File: src/ulms_pkg.sv
// constants shared by the uart control and status channel
package ulms_pkg;
  // register addresses on the three-bit bus
  localparam logic [2:0] ADDR_HOLD  = 3'h0;
  localparam logic [2:0] ADDR_MASK  = 3'h1;
  localparam logic [2:0] ADDR_IDENT = 3'h2;
  localparam logic [2:0] ADDR_LCR   = 3'h3;
  localparam logic [2:0] ADDR_MCR   = 3'h4;
  localparam logic [2:0] ADDR_LSR   = 3'h5;
  localparam logic [2:0] ADDR_MSR   = 3'h6;
  localparam logic [2:0] ADDR_SCR   = 3'h7;
  // line format control fields
  localparam int LCR_STOP   = 2;
  localparam int LCR_PAREN  = 3;
  localparam int LCR_EVEN   = 4;
  localparam int LCR_FORCE  = 5;
  localparam int LCR_BREAK  = 6;
  // modem output control fields
  localparam int MCR_DTR    = 0;
  localparam int MCR_RTS    = 1;
  localparam int MCR_OUT1   = 2;
  localparam int MCR_OUT2   = 3;
  localparam int MCR_LOOP   = 4;
  // line status fields
  localparam int LSR_DR     = 0;
  localparam int LSR_OE     = 1;
  localparam int LSR_PE     = 2;
  localparam int LSR_FE     = 3;
  localparam int LSR_BI     = 4;
  localparam int LSR_THRE   = 5;
  localparam int LSR_TEMT   = 6;
  // interrupt mask fields
  localparam int IM_RX      = 0;
  localparam int IM_TX      = 1;
  localparam int IM_LS      = 2;
  localparam int IM_MS      = 3;
  // identification codes and reset values
  localparam logic [3:0] ID_LS   = 4'h6;
  localparam logic [3:0] ID_RX   = 4'h4;
  localparam logic [3:0] ID_TX   = 4'h2;
  localparam logic [3:0] ID_MS   = 4'h0;
  localparam logic [3:0] ID_NONE = 4'h1;
  localparam logic [7:0] RST_IDENT = 8'h01;
  localparam logic [7:0] RST_LSR   = 8'h60;
  localparam logic [7:0] RST_ZERO  = 8'h00;
  localparam logic [1:0] LEN_5BIT  = 2'h0;
  // stop length in half bit times
  localparam logic [2:0] STOP_ONE   = 3'h2;
  localparam logic [2:0] STOP_ONEH  = 3'h3;
  localparam logic [2:0] STOP_TWO   = 3'h4;
  typedef enum logic [2:0] {
    SER_IDLE, SER_START, SER_DATA, SER_PAR, SER_STOP
  } ulms_ser_t;
endpackage
File: src/ulms_channel.sv
// one uart channel: registers, framing, status and interrupt identification
`timescale 1ns/10ps
`default_nettype none
module ulms_channel #(
  parameter int BIT_CLKS = 16,
  parameter int RX_DEPTH = 2
) (
  input  wire logic       clock,
  input  wire logic       sys_rst,
  input  wire logic       cs,
  input  wire logic [2:0] addr,
  input  wire logic       rd_stb,
  input  wire logic       wr_stb,
  input  wire logic [7:0] wdata,
  output var  logic [7:0] rdata,
  input  wire logic       rx,
  input  wire logic       cts_n,
  input  wire logic       dsr_n,
  input  wire logic       ri_n,
  input  wire logic       cd_n,
  output var  logic       tx,
  output var  logic       rts_n,
  output var  logic       dtr_n,
  output var  logic       irq_out,
  output var  logic       irq_oe
);
  import ulms_pkg::*;
  localparam int HALF = BIT_CLKS / 2;
  localparam int CW   = $clog2(2 * BIT_CLKS + 1) + 1;
  localparam int PW   = (RX_DEPTH > 1) ? $clog2(RX_DEPTH) : 1;
  localparam logic [CW-1:0] BIT_LD  = CW'(BIT_CLKS - 1);
  localparam logic [CW-1:0] HALF_LD = CW'(HALF - 1);

  // ----------------------------------------------------------------
  // bus decode and control registers
  // ----------------------------------------------------------------
  logic       rd_hit, wr_hit;
  logic [7:0] lcr_reg, mcr_reg, mask_reg, scr_reg;
  assign rd_hit = cs & rd_stb;
  assign wr_hit = cs & wr_stb;

  always_ff @(posedge clock) begin
    if (sys_rst) begin
      lcr_reg  <= RST_ZERO;
      mcr_reg  <= RST_ZERO;
      mask_reg <= RST_ZERO;
    end else if (wr_hit) begin
      case (addr)
        ADDR_LCR:  lcr_reg  <= {1'b0, wdata[6:0]};
        ADDR_MCR:  mcr_reg  <= {3'h0, wdata[4:0]};
        ADDR_MASK: mask_reg <= {4'h0, wdata[3:0]};
        default: ;
      endcase
    end
  end

  always_ff @(posedge clock) begin
    if (sys_rst)
      scr_reg <= RST_ZERO;
    else if (wr_hit && addr == ADDR_SCR)
      scr_reg <= wdata;
  end

  logic       loop;
  logic [3:0] nbits;
  logic [2:0] stop_h;
  assign loop   = mcr_reg[MCR_LOOP];
  assign nbits  = 4'(5 + lcr_reg[1:0]);
  assign stop_h = !lcr_reg[LCR_STOP] ? STOP_ONE :
                  (lcr_reg[1:0] == LEN_5BIT) ? STOP_ONEH : STOP_TWO;

  function automatic logic par_bit(input logic [7:0] d, input logic [3:0] n,
                                   input logic [7:0] l);
    logic [7:0] m;
    m = d & 8'((9'h1 << n) - 9'h1);
    if (l[LCR_FORCE])
      par_bit = ~l[LCR_EVEN];
    else
      par_bit = l[LCR_EVEN] ? ^m : ~^m;
  endfunction

  // ----------------------------------------------------------------
  // pin synchronisers
  // ----------------------------------------------------------------
  logic [4:0] pin_s1, pin_s2;
  always_ff @(posedge clock) begin
    if (sys_rst) begin
      pin_s1 <= 5'h1f;
      pin_s2 <= 5'h1f;
    end else begin
      pin_s1 <= {rx, cd_n, ri_n, dsr_n, cts_n};
      pin_s2 <= pin_s1;
    end
  end

  // ----------------------------------------------------------------
  // transmitter
  // ----------------------------------------------------------------
  ulms_ser_t     tx_st;
  logic [CW-1:0] tx_cnt;
  logic [7:0]    thr_reg, tsr_reg;
  logic          thr_full, tx_par, tx_bit;
  logic [3:0]    tx_idx;

  always_ff @(posedge clock) begin
    if (sys_rst)
      thr_full <= 1'b0;
    else if (wr_hit && addr == ADDR_HOLD)
      thr_full <= 1'b1;
    else if (tx_st == SER_IDLE)
      thr_full <= 1'b0;
  end

  always_ff @(posedge clock) begin
    if (wr_hit && addr == ADDR_HOLD)
      thr_reg <= wdata;
  end

  always_ff @(posedge clock) begin
    if (sys_rst) begin
      tx_st  <= SER_IDLE;
      tx_cnt <= '0;
      tx_idx <= 4'h0;
    end else if (tx_st == SER_IDLE) begin
      if (thr_full) begin
        tsr_reg <= thr_reg;
        tx_par  <= par_bit(thr_reg, nbits, lcr_reg);
        tx_st   <= SER_START;
        tx_cnt  <= BIT_LD;
      end
    end else if (tx_cnt != '0) begin
      tx_cnt <= tx_cnt - CW'(1);
    end else begin
      tx_cnt <= BIT_LD;
      case (tx_st)
        SER_START: begin
          tx_st  <= SER_DATA;
          tx_idx <= 4'h0;
        end
        SER_DATA: begin
          tsr_reg <= tsr_reg >> 1;
          tx_idx  <= tx_idx + 4'h1;
          if (tx_idx == nbits - 4'h1) begin
            if (lcr_reg[LCR_PAREN])
              tx_st <= SER_PAR;
            else begin
              tx_st  <= SER_STOP;
              tx_cnt <= CW'(stop_h * HALF - 1);
            end
          end
        end
        SER_PAR: begin
          tx_st  <= SER_STOP;
          tx_cnt <= CW'(stop_h * HALF - 1);
        end
        default: tx_st <= SER_IDLE;
      endcase
    end
  end

  always_comb begin
    case (tx_st)
      SER_START: tx_bit = 1'b0;
      SER_DATA:  tx_bit = tsr_reg[0];
      SER_PAR:   tx_bit = tx_par;
      default:   tx_bit = 1'b1;
    endcase
  end

  // pins come from flip-flops; loop-back parks tx at mark unless break holds it at space
  always_ff @(posedge clock) begin
    if (sys_rst) begin
      tx     <= 1'b1;
      rts_n  <= 1'b1;
      dtr_n  <= 1'b1;
      irq_oe <= 1'b0;
    end else begin
      tx     <= lcr_reg[LCR_BREAK] ? 1'b0 : (loop | tx_bit);
      rts_n  <= ~mcr_reg[MCR_RTS];
      dtr_n  <= ~mcr_reg[MCR_DTR];
      irq_oe <= mcr_reg[MCR_OUT2];
    end
  end

  // ----------------------------------------------------------------
  // receiver
  // ----------------------------------------------------------------
  ulms_ser_t     rx_st;
  logic [CW-1:0] rx_cnt;
  logic [7:0]    rsr_reg;
  logic [3:0]    rx_idx;
  logic          rx_in, rx_pe, rx_zero, rx_done;
  logic [10:0]   rx_word;
  assign rx_in = loop ? tx_bit : pin_s2[4];

  always_ff @(posedge clock) begin
    if (sys_rst) begin
      rx_st   <= SER_IDLE;
      rx_cnt  <= '0;
      rx_idx  <= 4'h0;
      rx_done <= 1'b0;
    end else begin
      rx_done <= 1'b0;
      if (rx_st == SER_IDLE) begin
        if (!rx_in) begin
          rx_st  <= SER_START;
          rx_cnt <= HALF_LD;
        end
      end else if (rx_cnt != '0) begin
        rx_cnt <= rx_cnt - CW'(1);
      end else begin
        rx_cnt <= BIT_LD;
        case (rx_st)
          // a glitch shorter than half a bit is dropped here
          SER_START: begin
            rx_st   <= rx_in ? SER_IDLE : SER_DATA;
            rx_idx  <= 4'h0;
            rx_zero <= 1'b1;
            rsr_reg <= 8'h00;
          end
          SER_DATA: begin
            rsr_reg[rx_idx[2:0]] <= rx_in;
            rx_zero <= rx_zero & ~rx_in;
            rx_idx  <= rx_idx + 4'h1;
            if (rx_idx == nbits - 4'h1)
              rx_st <= lcr_reg[LCR_PAREN] ? SER_PAR : SER_STOP;
          end
          SER_PAR: begin
            rx_pe   <= rx_in != par_bit(rsr_reg, nbits, lcr_reg);
            rx_zero <= rx_zero & ~rx_in;
            rx_st   <= SER_STOP;
          end
          default: begin
            if (!lcr_reg[LCR_PAREN])
              rx_pe <= 1'b0;
            rx_word <= {rx_zero & ~rx_in, ~rx_in, 1'b0, rsr_reg};
            rx_done <= 1'b1;
            rx_st   <= SER_IDLE;
          end
        endcase
      end
    end
  end

  // ----------------------------------------------------------------
  // receive buffer, its head is the receive holding register
  // ----------------------------------------------------------------
  logic [10:0]   rxq [RX_DEPTH];
  logic [PW-1:0] wptr, rptr;
  logic [PW:0]   rx_count;
  logic          rx_push, rx_pop, rx_full, rx_ready;
  assign rx_ready = rx_count != (PW+1)'(RX_DEPTH);
  assign rx_full  = !rx_ready;
  assign rx_push  = rx_done & rx_ready;
  assign rx_pop   = rd_hit && addr == ADDR_HOLD && rx_count != '0;

  always_ff @(posedge clock) begin
    if (sys_rst) begin
      wptr     <= '0;
      rptr     <= '0;
      rx_count <= '0;
    end else begin
      if (rx_push) begin
        rxq[wptr] <= {rx_word[10:9], rx_pe, rx_word[7:0]};
        wptr <= (wptr == PW'(RX_DEPTH - 1)) ? '0 : wptr + PW'(1);
      end
      if (rx_pop)
        rptr <= (rptr == PW'(RX_DEPTH - 1)) ? '0 : rptr + PW'(1);
      rx_count <= rx_count + (PW+1)'(rx_push) - (PW+1)'(rx_pop);
    end
  end

  // ----------------------------------------------------------------
  // line status and modem status
  // ----------------------------------------------------------------
  logic [3:0] err_reg, msd_reg, ms_now, ms_prev, ms_evt;
  logic       rd_lsr, rd_msr, err_evt;
  logic [7:0] lsr_val, msr_val;
  assign rd_lsr  = rd_hit && addr == ADDR_LSR;
  assign rd_msr  = rd_hit && addr == ADDR_MSR;
  assign err_evt = rx_done & (rx_full | rx_pe | rx_word[9] | rx_word[10]);

  // error flags: set wins over the clearing read
  always_ff @(posedge clock) begin
    if (sys_rst)
      err_reg <= 4'h0;
    else
      err_reg <= (rd_lsr ? 4'h0 : err_reg) | ({4{rx_done}} &
                 {rx_word[10], rx_word[9], rx_pe, rx_full});
  end

  // {cd, ri, dsr, cts} active high
  assign ms_now = loop ? {mcr_reg[MCR_OUT2], mcr_reg[MCR_OUT1],
                          mcr_reg[MCR_DTR], mcr_reg[MCR_RTS]}
                       : ~pin_s2[3:0];
  assign ms_evt = {ms_now[3] ^ ms_prev[3], ms_prev[2] & ~ms_now[2],
                   ms_now[1:0] ^ ms_prev[1:0]};

  always_ff @(posedge clock) begin
    if (sys_rst) begin
      ms_prev <= 4'h0;
      msd_reg <= 4'h0;
    end else begin
      ms_prev <= ms_now;
      msd_reg <= (rd_msr ? 4'h0 : msd_reg) | ms_evt;
    end
  end

  assign lsr_val = {1'b0, ~thr_full & (tx_st == SER_IDLE), ~thr_full,
                    err_reg, rx_count != '0};
  assign msr_val = {ms_now, msd_reg};

  // ----------------------------------------------------------------
  // interrupt identification
  // ----------------------------------------------------------------
  logic [3:0] pend_reg, pend_set, pend_clr, act;
  logic [3:0] id_code;
  logic       thre_prev, rd_id;
  assign rd_id = rd_hit && addr == ADDR_IDENT;
  assign act   = pend_reg & mask_reg[3:0];

  always_comb begin
    if (act[IM_LS])      id_code = ID_LS;
    else if (act[IM_RX]) id_code = ID_RX;
    else if (act[IM_TX]) id_code = ID_TX;
    else if (act[IM_MS]) id_code = ID_MS;
    else                 id_code = ID_NONE;
  end

  always_comb begin
    pend_set        = 4'h0;
    pend_set[IM_RX] = rx_push;
    pend_set[IM_TX] = ~thr_full & ~thre_prev;
    pend_set[IM_LS] = err_evt;
    pend_set[IM_MS] = |ms_evt;
    pend_clr        = 4'h0;
    pend_clr[IM_RX] = rx_pop && rx_count == (PW+1)'(1);
    pend_clr[IM_TX] = wr_hit && addr == ADDR_HOLD;
    pend_clr[IM_LS] = rd_lsr;
    pend_clr[IM_MS] = rd_msr;
    if (rd_id) begin
      case (id_code)
        ID_LS:   pend_clr[IM_LS] = 1'b1;
        ID_RX:   pend_clr[IM_RX] = 1'b1;
        ID_TX:   pend_clr[IM_TX] = 1'b1;
        ID_MS:   pend_clr[IM_MS] = 1'b1;
        default: ;
      endcase
    end
  end

  always_ff @(posedge clock) begin
    if (sys_rst) begin
      pend_reg  <= 4'h0;
      thre_prev <= 1'b1;
      irq_out   <= 1'b0;
    end else begin
      pend_reg  <= (pend_reg & ~pend_clr) | pend_set;
      thre_prev <= ~thr_full;
      irq_out   <= |act;
    end
  end

  // ----------------------------------------------------------------
  // read data
  // ----------------------------------------------------------------
  always_ff @(posedge clock) begin
    if (sys_rst)
      rdata <= RST_ZERO;
    else if (rd_hit) begin
      case (addr)
        ADDR_HOLD:  rdata <= rxq[rptr][7:0];
        ADDR_MASK:  rdata <= mask_reg;
        ADDR_IDENT: rdata <= {4'h0, id_code};
        ADDR_LCR:   rdata <= lcr_reg;
        ADDR_MCR:   rdata <= mcr_reg;
        ADDR_LSR:   rdata <= lsr_val;
        ADDR_MSR:   rdata <= msr_val;
        default:    rdata <= scr_reg;
      endcase
    end
  end

  // ----------------------------------------------------------------
  // checks
  // ----------------------------------------------------------------
  property p_id_prio;
    @(posedge clock) disable iff (sys_rst)
      rd_id && act[IM_LS] |=> rdata == {4'h0, ID_LS};
  endproperty
  a_id_prio: assert property (p_id_prio) else $error("priority");
  property p_id_read;
    @(posedge clock) disable iff (sys_rst)
      rd_id |=> rdata[7:4] == 4'h0 && rdata[0] == ~|$past(act);
  endproperty
  a_id_read: assert property (p_id_read) else $error("ident bits");
  property p_id_clr;
    @(posedge clock) disable iff (sys_rst)
      rd_id && act[IM_LS] && !pend_set[IM_LS] |=> !pend_reg[IM_LS] &&
        ($past(pend_reg) & ~pend_reg & ~(4'h1 << IM_LS)) == 4'h0;
  endproperty
  a_id_clr: assert property (p_id_clr) else $error("ident clear");
  property p_break;
    @(posedge clock) disable iff (sys_rst)
      lcr_reg[LCR_BREAK] [*2] |-> !tx;
  endproperty
  a_break: assert property (p_break) else $error("break");
  property p_pins;
    @(posedge clock) disable iff (sys_rst)
      ##1 dtr_n == !$past(mcr_reg[MCR_DTR]) &&
          rts_n == !$past(mcr_reg[MCR_RTS]);
  endproperty
  a_pins: assert property (p_pins) else $error("dtr rts");
  property p_ri_edge;
    @(posedge clock) disable iff (sys_rst)
      $fell(ms_now[2]) && !rd_msr |=> msd_reg[2];
  endproperty
  a_ri_edge: assert property (p_ri_edge) else $error("ri delta");
  property p_overrun;
    @(posedge clock) disable iff (sys_rst)
      rx_done && rx_full && !rx_pop |=> err_reg[0] && rx_full &&
                                       $stable(wptr);
  endproperty
  a_overrun: assert property (p_overrun) else $error("overrun");
  property p_stop;
    @(posedge clock) disable iff (sys_rst)
      $rose(tx_st == SER_STOP) |-> tx_cnt == CW'(stop_h * HALF - 1);
  endproperty
  a_stop: assert property (p_stop) else $error("stop length");
  property p_temt;
    @(posedge clock) disable iff (sys_rst)
      rd_lsr && (thr_full || tx_st != SER_IDLE) |=> !rdata[LSR_TEMT];
  endproperty
  a_temt: assert property (p_temt) else $error("temt");
  c_rx:   cover property (@(posedge clock) rx_push);
  c_ovr:  cover property (@(posedge clock) rx_done && rx_full);
  c_loop: cover property (@(posedge clock) loop && |msd_reg);
endmodule
`default_nettype wire

File: config.mk
export PLATFORM = sky130hd
export DESIGN_NAME = ulms_channel
export DESIGN_NICKNAME = d
export VERILOG_FILES = /design/src/ulms_pkg.sv /design/src/ulms_channel.sv
export SDC_FILE = /design/constraint.sdc
export NUM_CORES = 1
export LEC_CHECK = 0
export ABC_AREA = 1
export BUFFER_PORTS_ARGS = -buffer_cell sky130_fd_sc_hd__clkbuf_2
export CAP_MARGIN = 20
export CORE_MARGIN = 10
export CORE_UTILIZATION = 50
export CTS_CLUSTER_DIAMETER = 80
export DETAILED_ROUTE_END_ITERATION = 10
export PLACE_DENSITY = 0.67
export SLEW_MARGIN = 20
export SYNTH_ARGS = -nofsm -noshare
export SYNTH_HDL_FRONTEND = slang
export SYNTH_SLANG_ARGS = --single-unit
File: constraint.sdc
create_clock -name clock -period 2.9 [get_ports clock]
set_input_delay 0.145 -clock clock [delete_from_list [all_inputs] [get_ports clock]]
set_output_delay 0.145 -clock clock [all_outputs]
set_load 0.02 [all_outputs]
==> run summary <==
The run finished with clean final reports. The total power came out at roughly 7.2 mW. The cell with the largest stage delay on the worst path is sky130_fd_sc_hd__nor2_1.

The pin count of the biggest net entering global routing came out at 48. The library cell used as clock root buffer is sky130_fd_sc_hd__clkbuf_16. The area of the die came out at 18,800 um2. The number of remaining DRC errors came out at 0. Setup repair after global routing left no endpoint under its margin. The final critical path time including I/O delays and setup is between 2 and 2.5 ns. The signal on the critical path passes through inv_1 -> ha_1 -> nand3_1 -> nor2_2 -> nand3b_1 -> inv_2 -> nand3_1 -> nor2_1.

Once the clock tree was built, the resizer swapped 0 gates to a different size. The kind of end point of the critical path is a flip-flop. The final max-slew violation count came out at 0.

The synthesized net count is just under 900. The final-report hold violation count came out at 0. In this run the number of H-tree levels came out at 4. Data on the critical path is required at its endpoint by 2.95 ns. After synthesis, the largest family of logic cells by area is simple AND/OR/NAND/NOR gates. Setup violations remaining at the end of the flow were counted as 0.

The part of the cycle the worst path needs came out at 0.804. The detailed router's first-iteration violation count is between 500 and 600. Counting every sink on the clock net gives about 150.

The number of post-CTS setup repair buffers is 0. The proportion of synthesized chip area in sequential cells is 0.521. The number of fillers in the final layout is about 1.2k. The via count of the routed design came out at roughly 5.7k. The final cell area excluding filler cells is ~8000 um2.

The sum of buffers and inverters on the critical path came out at 2. The maximum clock skew at final layout came out at ~0.0068 ns. The post-detailed-route via-to-cell ratio is approximately 5.3.

The distinct cell type count after synthesis came out at 44. The worst setup path is launched from a flip-flop. The biggest fanout along the worst timing path came out at 10. Of the post-synthesis cell area, the dominant cell type holds 0.289. In the final layout, the registers with the most flip-flops are rxq: 16 flops, rx_word: 10 flops. The global-route usage over all layers is 0.183. The endpoint arrival time on the critical path is roughly 2.4 ns. The path class of the tightest hold or removal check is in -> reg. The register bit count reported by yosys came out at between 150 and 200.

rxq holds more flip-flops than any other register. The worst-case hold slack came out at around 0.026 ns. The via count of the first global-routing pass is ~5.6k. After layout, the worst setup slack is between 0.5 and 0.6 ns.

The first-pass GRT wire length is around 27 mm. The final net count is approximately 910. The biggest area consumer among synthesized cells is sky130_fd_sc_hd__dfxtp_1. The weighted congestion at the end of routability-driven global placement is 0.914. The count of input and output buffers came out at 33. OpenSTA, run right after detailed placement, puts the worst setup slack at between 0.6 and 0.7 ns. The worst-case IR drop observed on VDD is 0.000705 V.

The share of synthesized flip-flops with an asynchronous set or reset came out at 0. The post-synthesis adder-cell area fraction came out at 0.0109. Clock-pin slew was measured on the worst setup and hold paths at 0.06 ns.

The number of antenna diodes in the final layout is 0. In this design, the critical path's most frequently occurring cell is sky130_fd_sc_hd__nand3_1. The synthesized area per cell is slightly above 8 um2. The standard cell core area came out at 13,300 um2. The detailed placement HPWL is around 12 mm. The total overflow left after global routing is 0.

The fraction of final layout cells sized beyond drive strength 1 is 0.125. The number of rows in the core area came out at between 40 and 50. After synthesis, the cell types taking the most area are sky130_fd_sc_hd__dfxtp_1 29%, sky130_fd_sc_hd__edfxtp_1 23%, sky130_fd_sc_hd__nand2_1 11%. Power spread over the standard cell area amounts to about 900 nW/um2.

After synthesis, the share of cell area in mux cells is 0. The reported max-cap violation count came out at 0. The total standard cell area after synthesis came out at 6860 um2. The count of yosys warnings during synthesis is 0. The final cell count without fillers is 1,075. The signed area change from the synthesized netlist to the final layout came out at 15.9%. The total wirelength of the detailed-routed design is 16.5 mm. The setup path with the least slack is of type reg -> reg. At the end of the flow the core is filled with cells to 0.596. The synthesized-area fraction occupied by ao, oa, aoi and oai cells is 0.133. Of the total synthesized cell area, the portion taken by XOR and XNOR cells is 0.0243.

The final setup TNS is 0 ns. The placed standard-cell area is 7180 um2. The analysis attributes to cell leakage a power of around 3.3 nW. TritonCTS built the clock tree. Of the total synthesized cell area, the portion taken by AND, OR, NAND and NOR gates is 0.239.

The count of antenna-violating nets left after detailed routing is 0. The number of cells in the design after placement is roughly 1.0k. The number of flip-flops under the largest register name is 16. The longest individual stage delay on the worst path is around 0.65 ns. The maximum frequency from static timing analysis came out at ~430 MHz. The number of CTS-inserted buffers came out at 17. The kind of cell with the highest combined delay along the critical path is simple AND/OR/NAND/NOR gates.

The number of instances in the synthesized netlist came out at approximately 840. In this run the tightest slew margin relative to its limit is 0.477. The initial standard-cell utilization of the core is 0.514. The number of ports placed on the die boundary came out at 34. The initial antenna violation count is 0. The later-pin clock latency in the skew report is ~0.42 ns. The number of synthesized flops with an enable pin is 53.

Dividing the detail-routed wire length by the instance count gives roughly 15 um. The die is approximately 140 um wide. The number of iterations in the first detailed-routing pass came out at 5. The clock passes through at most 2 buffers. The most used flip-flop cell after synthesis is sky130_fd_sc_hd__dfxtp_1. The transition time at the pin with the least slew margin is 0.782 ns.

The die is about 140 um tall.
==> cell usage in the layout, fill, tap and decap left out, types with 2 or more instances in the layout <==
cell type / n
sky130_fd_sc_hd__nand2_4: 4
sky130_fd_sc_hd__nand2_2: 4
sky130_fd_sc_hd__clkinvlp_4: 3
sky130_fd_sc_hd__edfxtp_1: 53
sky130_fd_sc_hd__o21a_1: 2
sky130_fd_sc_hd__nand3_2: 2
sky130_fd_sc_hd__or2_2: 13
sky130_fd_sc_hd__bufinv_16: 7
sky130_fd_sc_hd__nand4_1: 10
sky130_fd_sc_hd__o22ai_1: 3
sky130_fd_sc_hd__clkbuf_16: 17
sky130_fd_sc_hd__xor2_1: 10
sky130_fd_sc_hd__dlygate4sd3_1: 9
sky130_fd_sc_hd__inv_2: 9
sky130_fd_sc_hd__clkbuf_2: 33
sky130_fd_sc_hd__nand2b_1: 2
sky130_fd_sc_hd__o21ai_1: 4
sky130_fd_sc_hd__nand3_1: 43
sky130_fd_sc_hd__buf_4: 5
sky130_fd_sc_hd__a21oi_1: 84
sky130_fd_sc_hd__ha_1: 6
sky130_fd_sc_hd__nor2_2: 5
sky130_fd_sc_hd__dfxtp_1: 99
sky130_fd_sc_hd__o21ai_0: 60
sky130_fd_sc_hd__nand3b_1: 2
sky130_fd_sc_hd__nor3_1: 10
sky130_fd_sc_hd__clkinv_2: 4
sky130_fd_sc_hd__xnor2_1: 9
sky130_fd_sc_hd__nand2_1: 200
sky130_fd_sc_hd__o211ai_1: 6
sky130_fd_sc_hd__inv_1: 96
sky130_fd_sc_hd__nor2_1: 65
sky130_fd_sc_hd__o2111ai_1: 2
sky130_fd_sc_hd__a211oi_1: 2
sky130_fd_sc_hd__nor3b_1: 4
==> worst reg2reg max path, delay by kind of cell (launching register included) <==
family,cells,cell delay [ns]
and+or+nand+nor,5,1.25
adders and majority gates,1,0.20
buffers and inverters,2,0.19
DFF,1,0.32
==> cells by family (layout without fill, tap and decap cells) <==
group	count (synthesis)	after routing
flip-flops	152	152
XOR/XNOR	19	19
adder cells (fa/ha/maj)	6	6
AND/OR/NAND/NOR	368	368
buffers and inverters	128	184
AO/OA/AOI/OAI	170	170
==> final timing paths <==
check | end | slack, ns | cells after the start | start
max | rx_word[2] | 0.57 | 8 | rx_cnt[0]
min | thr_reg[0] | 0.03 | 1 | wdata[0]
max reg2reg | rx_word[2] | 0.57 | 8 | rx_cnt[0]
min reg2reg | pin_s2[0] | 0.41 | 1 | pin_s1[0]
==> area by class of cell <==
type                    count  area (um2)  area share
flip-flops and latches    152        3570       0.449
repair buffers             47         293      0.0368
multi-input cells         563        2790       0.351
clock buffers              18         429      0.0540
clock inverters            14         253      0.0318
well taps                 176         220      0.0277
inverters                 105         394      0.0496
==> power breakdown <==
group | internal, mW | total (mW) | switching (mW) | leakage (nW)
Sequential | 2.53 | 2.73 | 0.197 | 1.29
Combinational | 0.626 | 1.90 | 1.27 | 1.72
Clock | 1.69 | 2.54 | 0.844 | 0.326
==> cell usage after synthesis (2+ instances only) <==
| cell | count |
|---|---|
| sky130_fd_sc_hd__a211oi_1 | 2 |
| sky130_fd_sc_hd__a21oi_1 | 84 |
| sky130_fd_sc_hd__buf_2 | 6 |
| sky130_fd_sc_hd__clkbuf_1 | 14 |
| sky130_fd_sc_hd__dfxtp_1 | 99 |
| sky130_fd_sc_hd__edfxtp_1 | 53 |
| sky130_fd_sc_hd__ha_1 | 6 |
| sky130_fd_sc_hd__inv_1 | 96 |
| sky130_fd_sc_hd__inv_2 | 9 |
| sky130_fd_sc_hd__nand2_1 | 200 |
| sky130_fd_sc_hd__nand2_2 | 4 |
| sky130_fd_sc_hd__nand2_4 | 4 |
| sky130_fd_sc_hd__nand2b_1 | 2 |
| sky130_fd_sc_hd__nand3_1 | 43 |
| sky130_fd_sc_hd__nand3_2 | 2 |
| sky130_fd_sc_hd__nand3b_1 | 2 |
| sky130_fd_sc_hd__nand4_1 | 10 |
| sky130_fd_sc_hd__nor2_1 | 65 |
| sky130_fd_sc_hd__nor2_2 | 5 |
| sky130_fd_sc_hd__nor3_1 | 10 |
| sky130_fd_sc_hd__nor3b_1 | 4 |
| sky130_fd_sc_hd__o2111ai_1 | 2 |
| sky130_fd_sc_hd__o211ai_1 | 6 |
| sky130_fd_sc_hd__o21a_1 | 2 |
| sky130_fd_sc_hd__o21ai_0 | 60 |
| sky130_fd_sc_hd__o21ai_1 | 4 |
| sky130_fd_sc_hd__o22ai_1 | 3 |
| sky130_fd_sc_hd__or2_2 | 13 |
| sky130_fd_sc_hd__xnor2_1 | 9 |
| sky130_fd_sc_hd__xor2_1 | 10 |
==> metal layers <==
layer	GRT usage	wire length (um)	vias up
met5	0	0	-
met4	0.0697	309	0
met2	0.298	7920	153
met1	0.233	7450	2664
met3	0.0389	847	20
li1	-	-	2869
==> repair_timing <==
action | CTS | global route
hold buffers | 9 | 0
hold endpoints to repair | 9 | 0
endpoints found under the setup margin | 0 | 0
No activity file was read; power rests on OpenSTA's default activity.
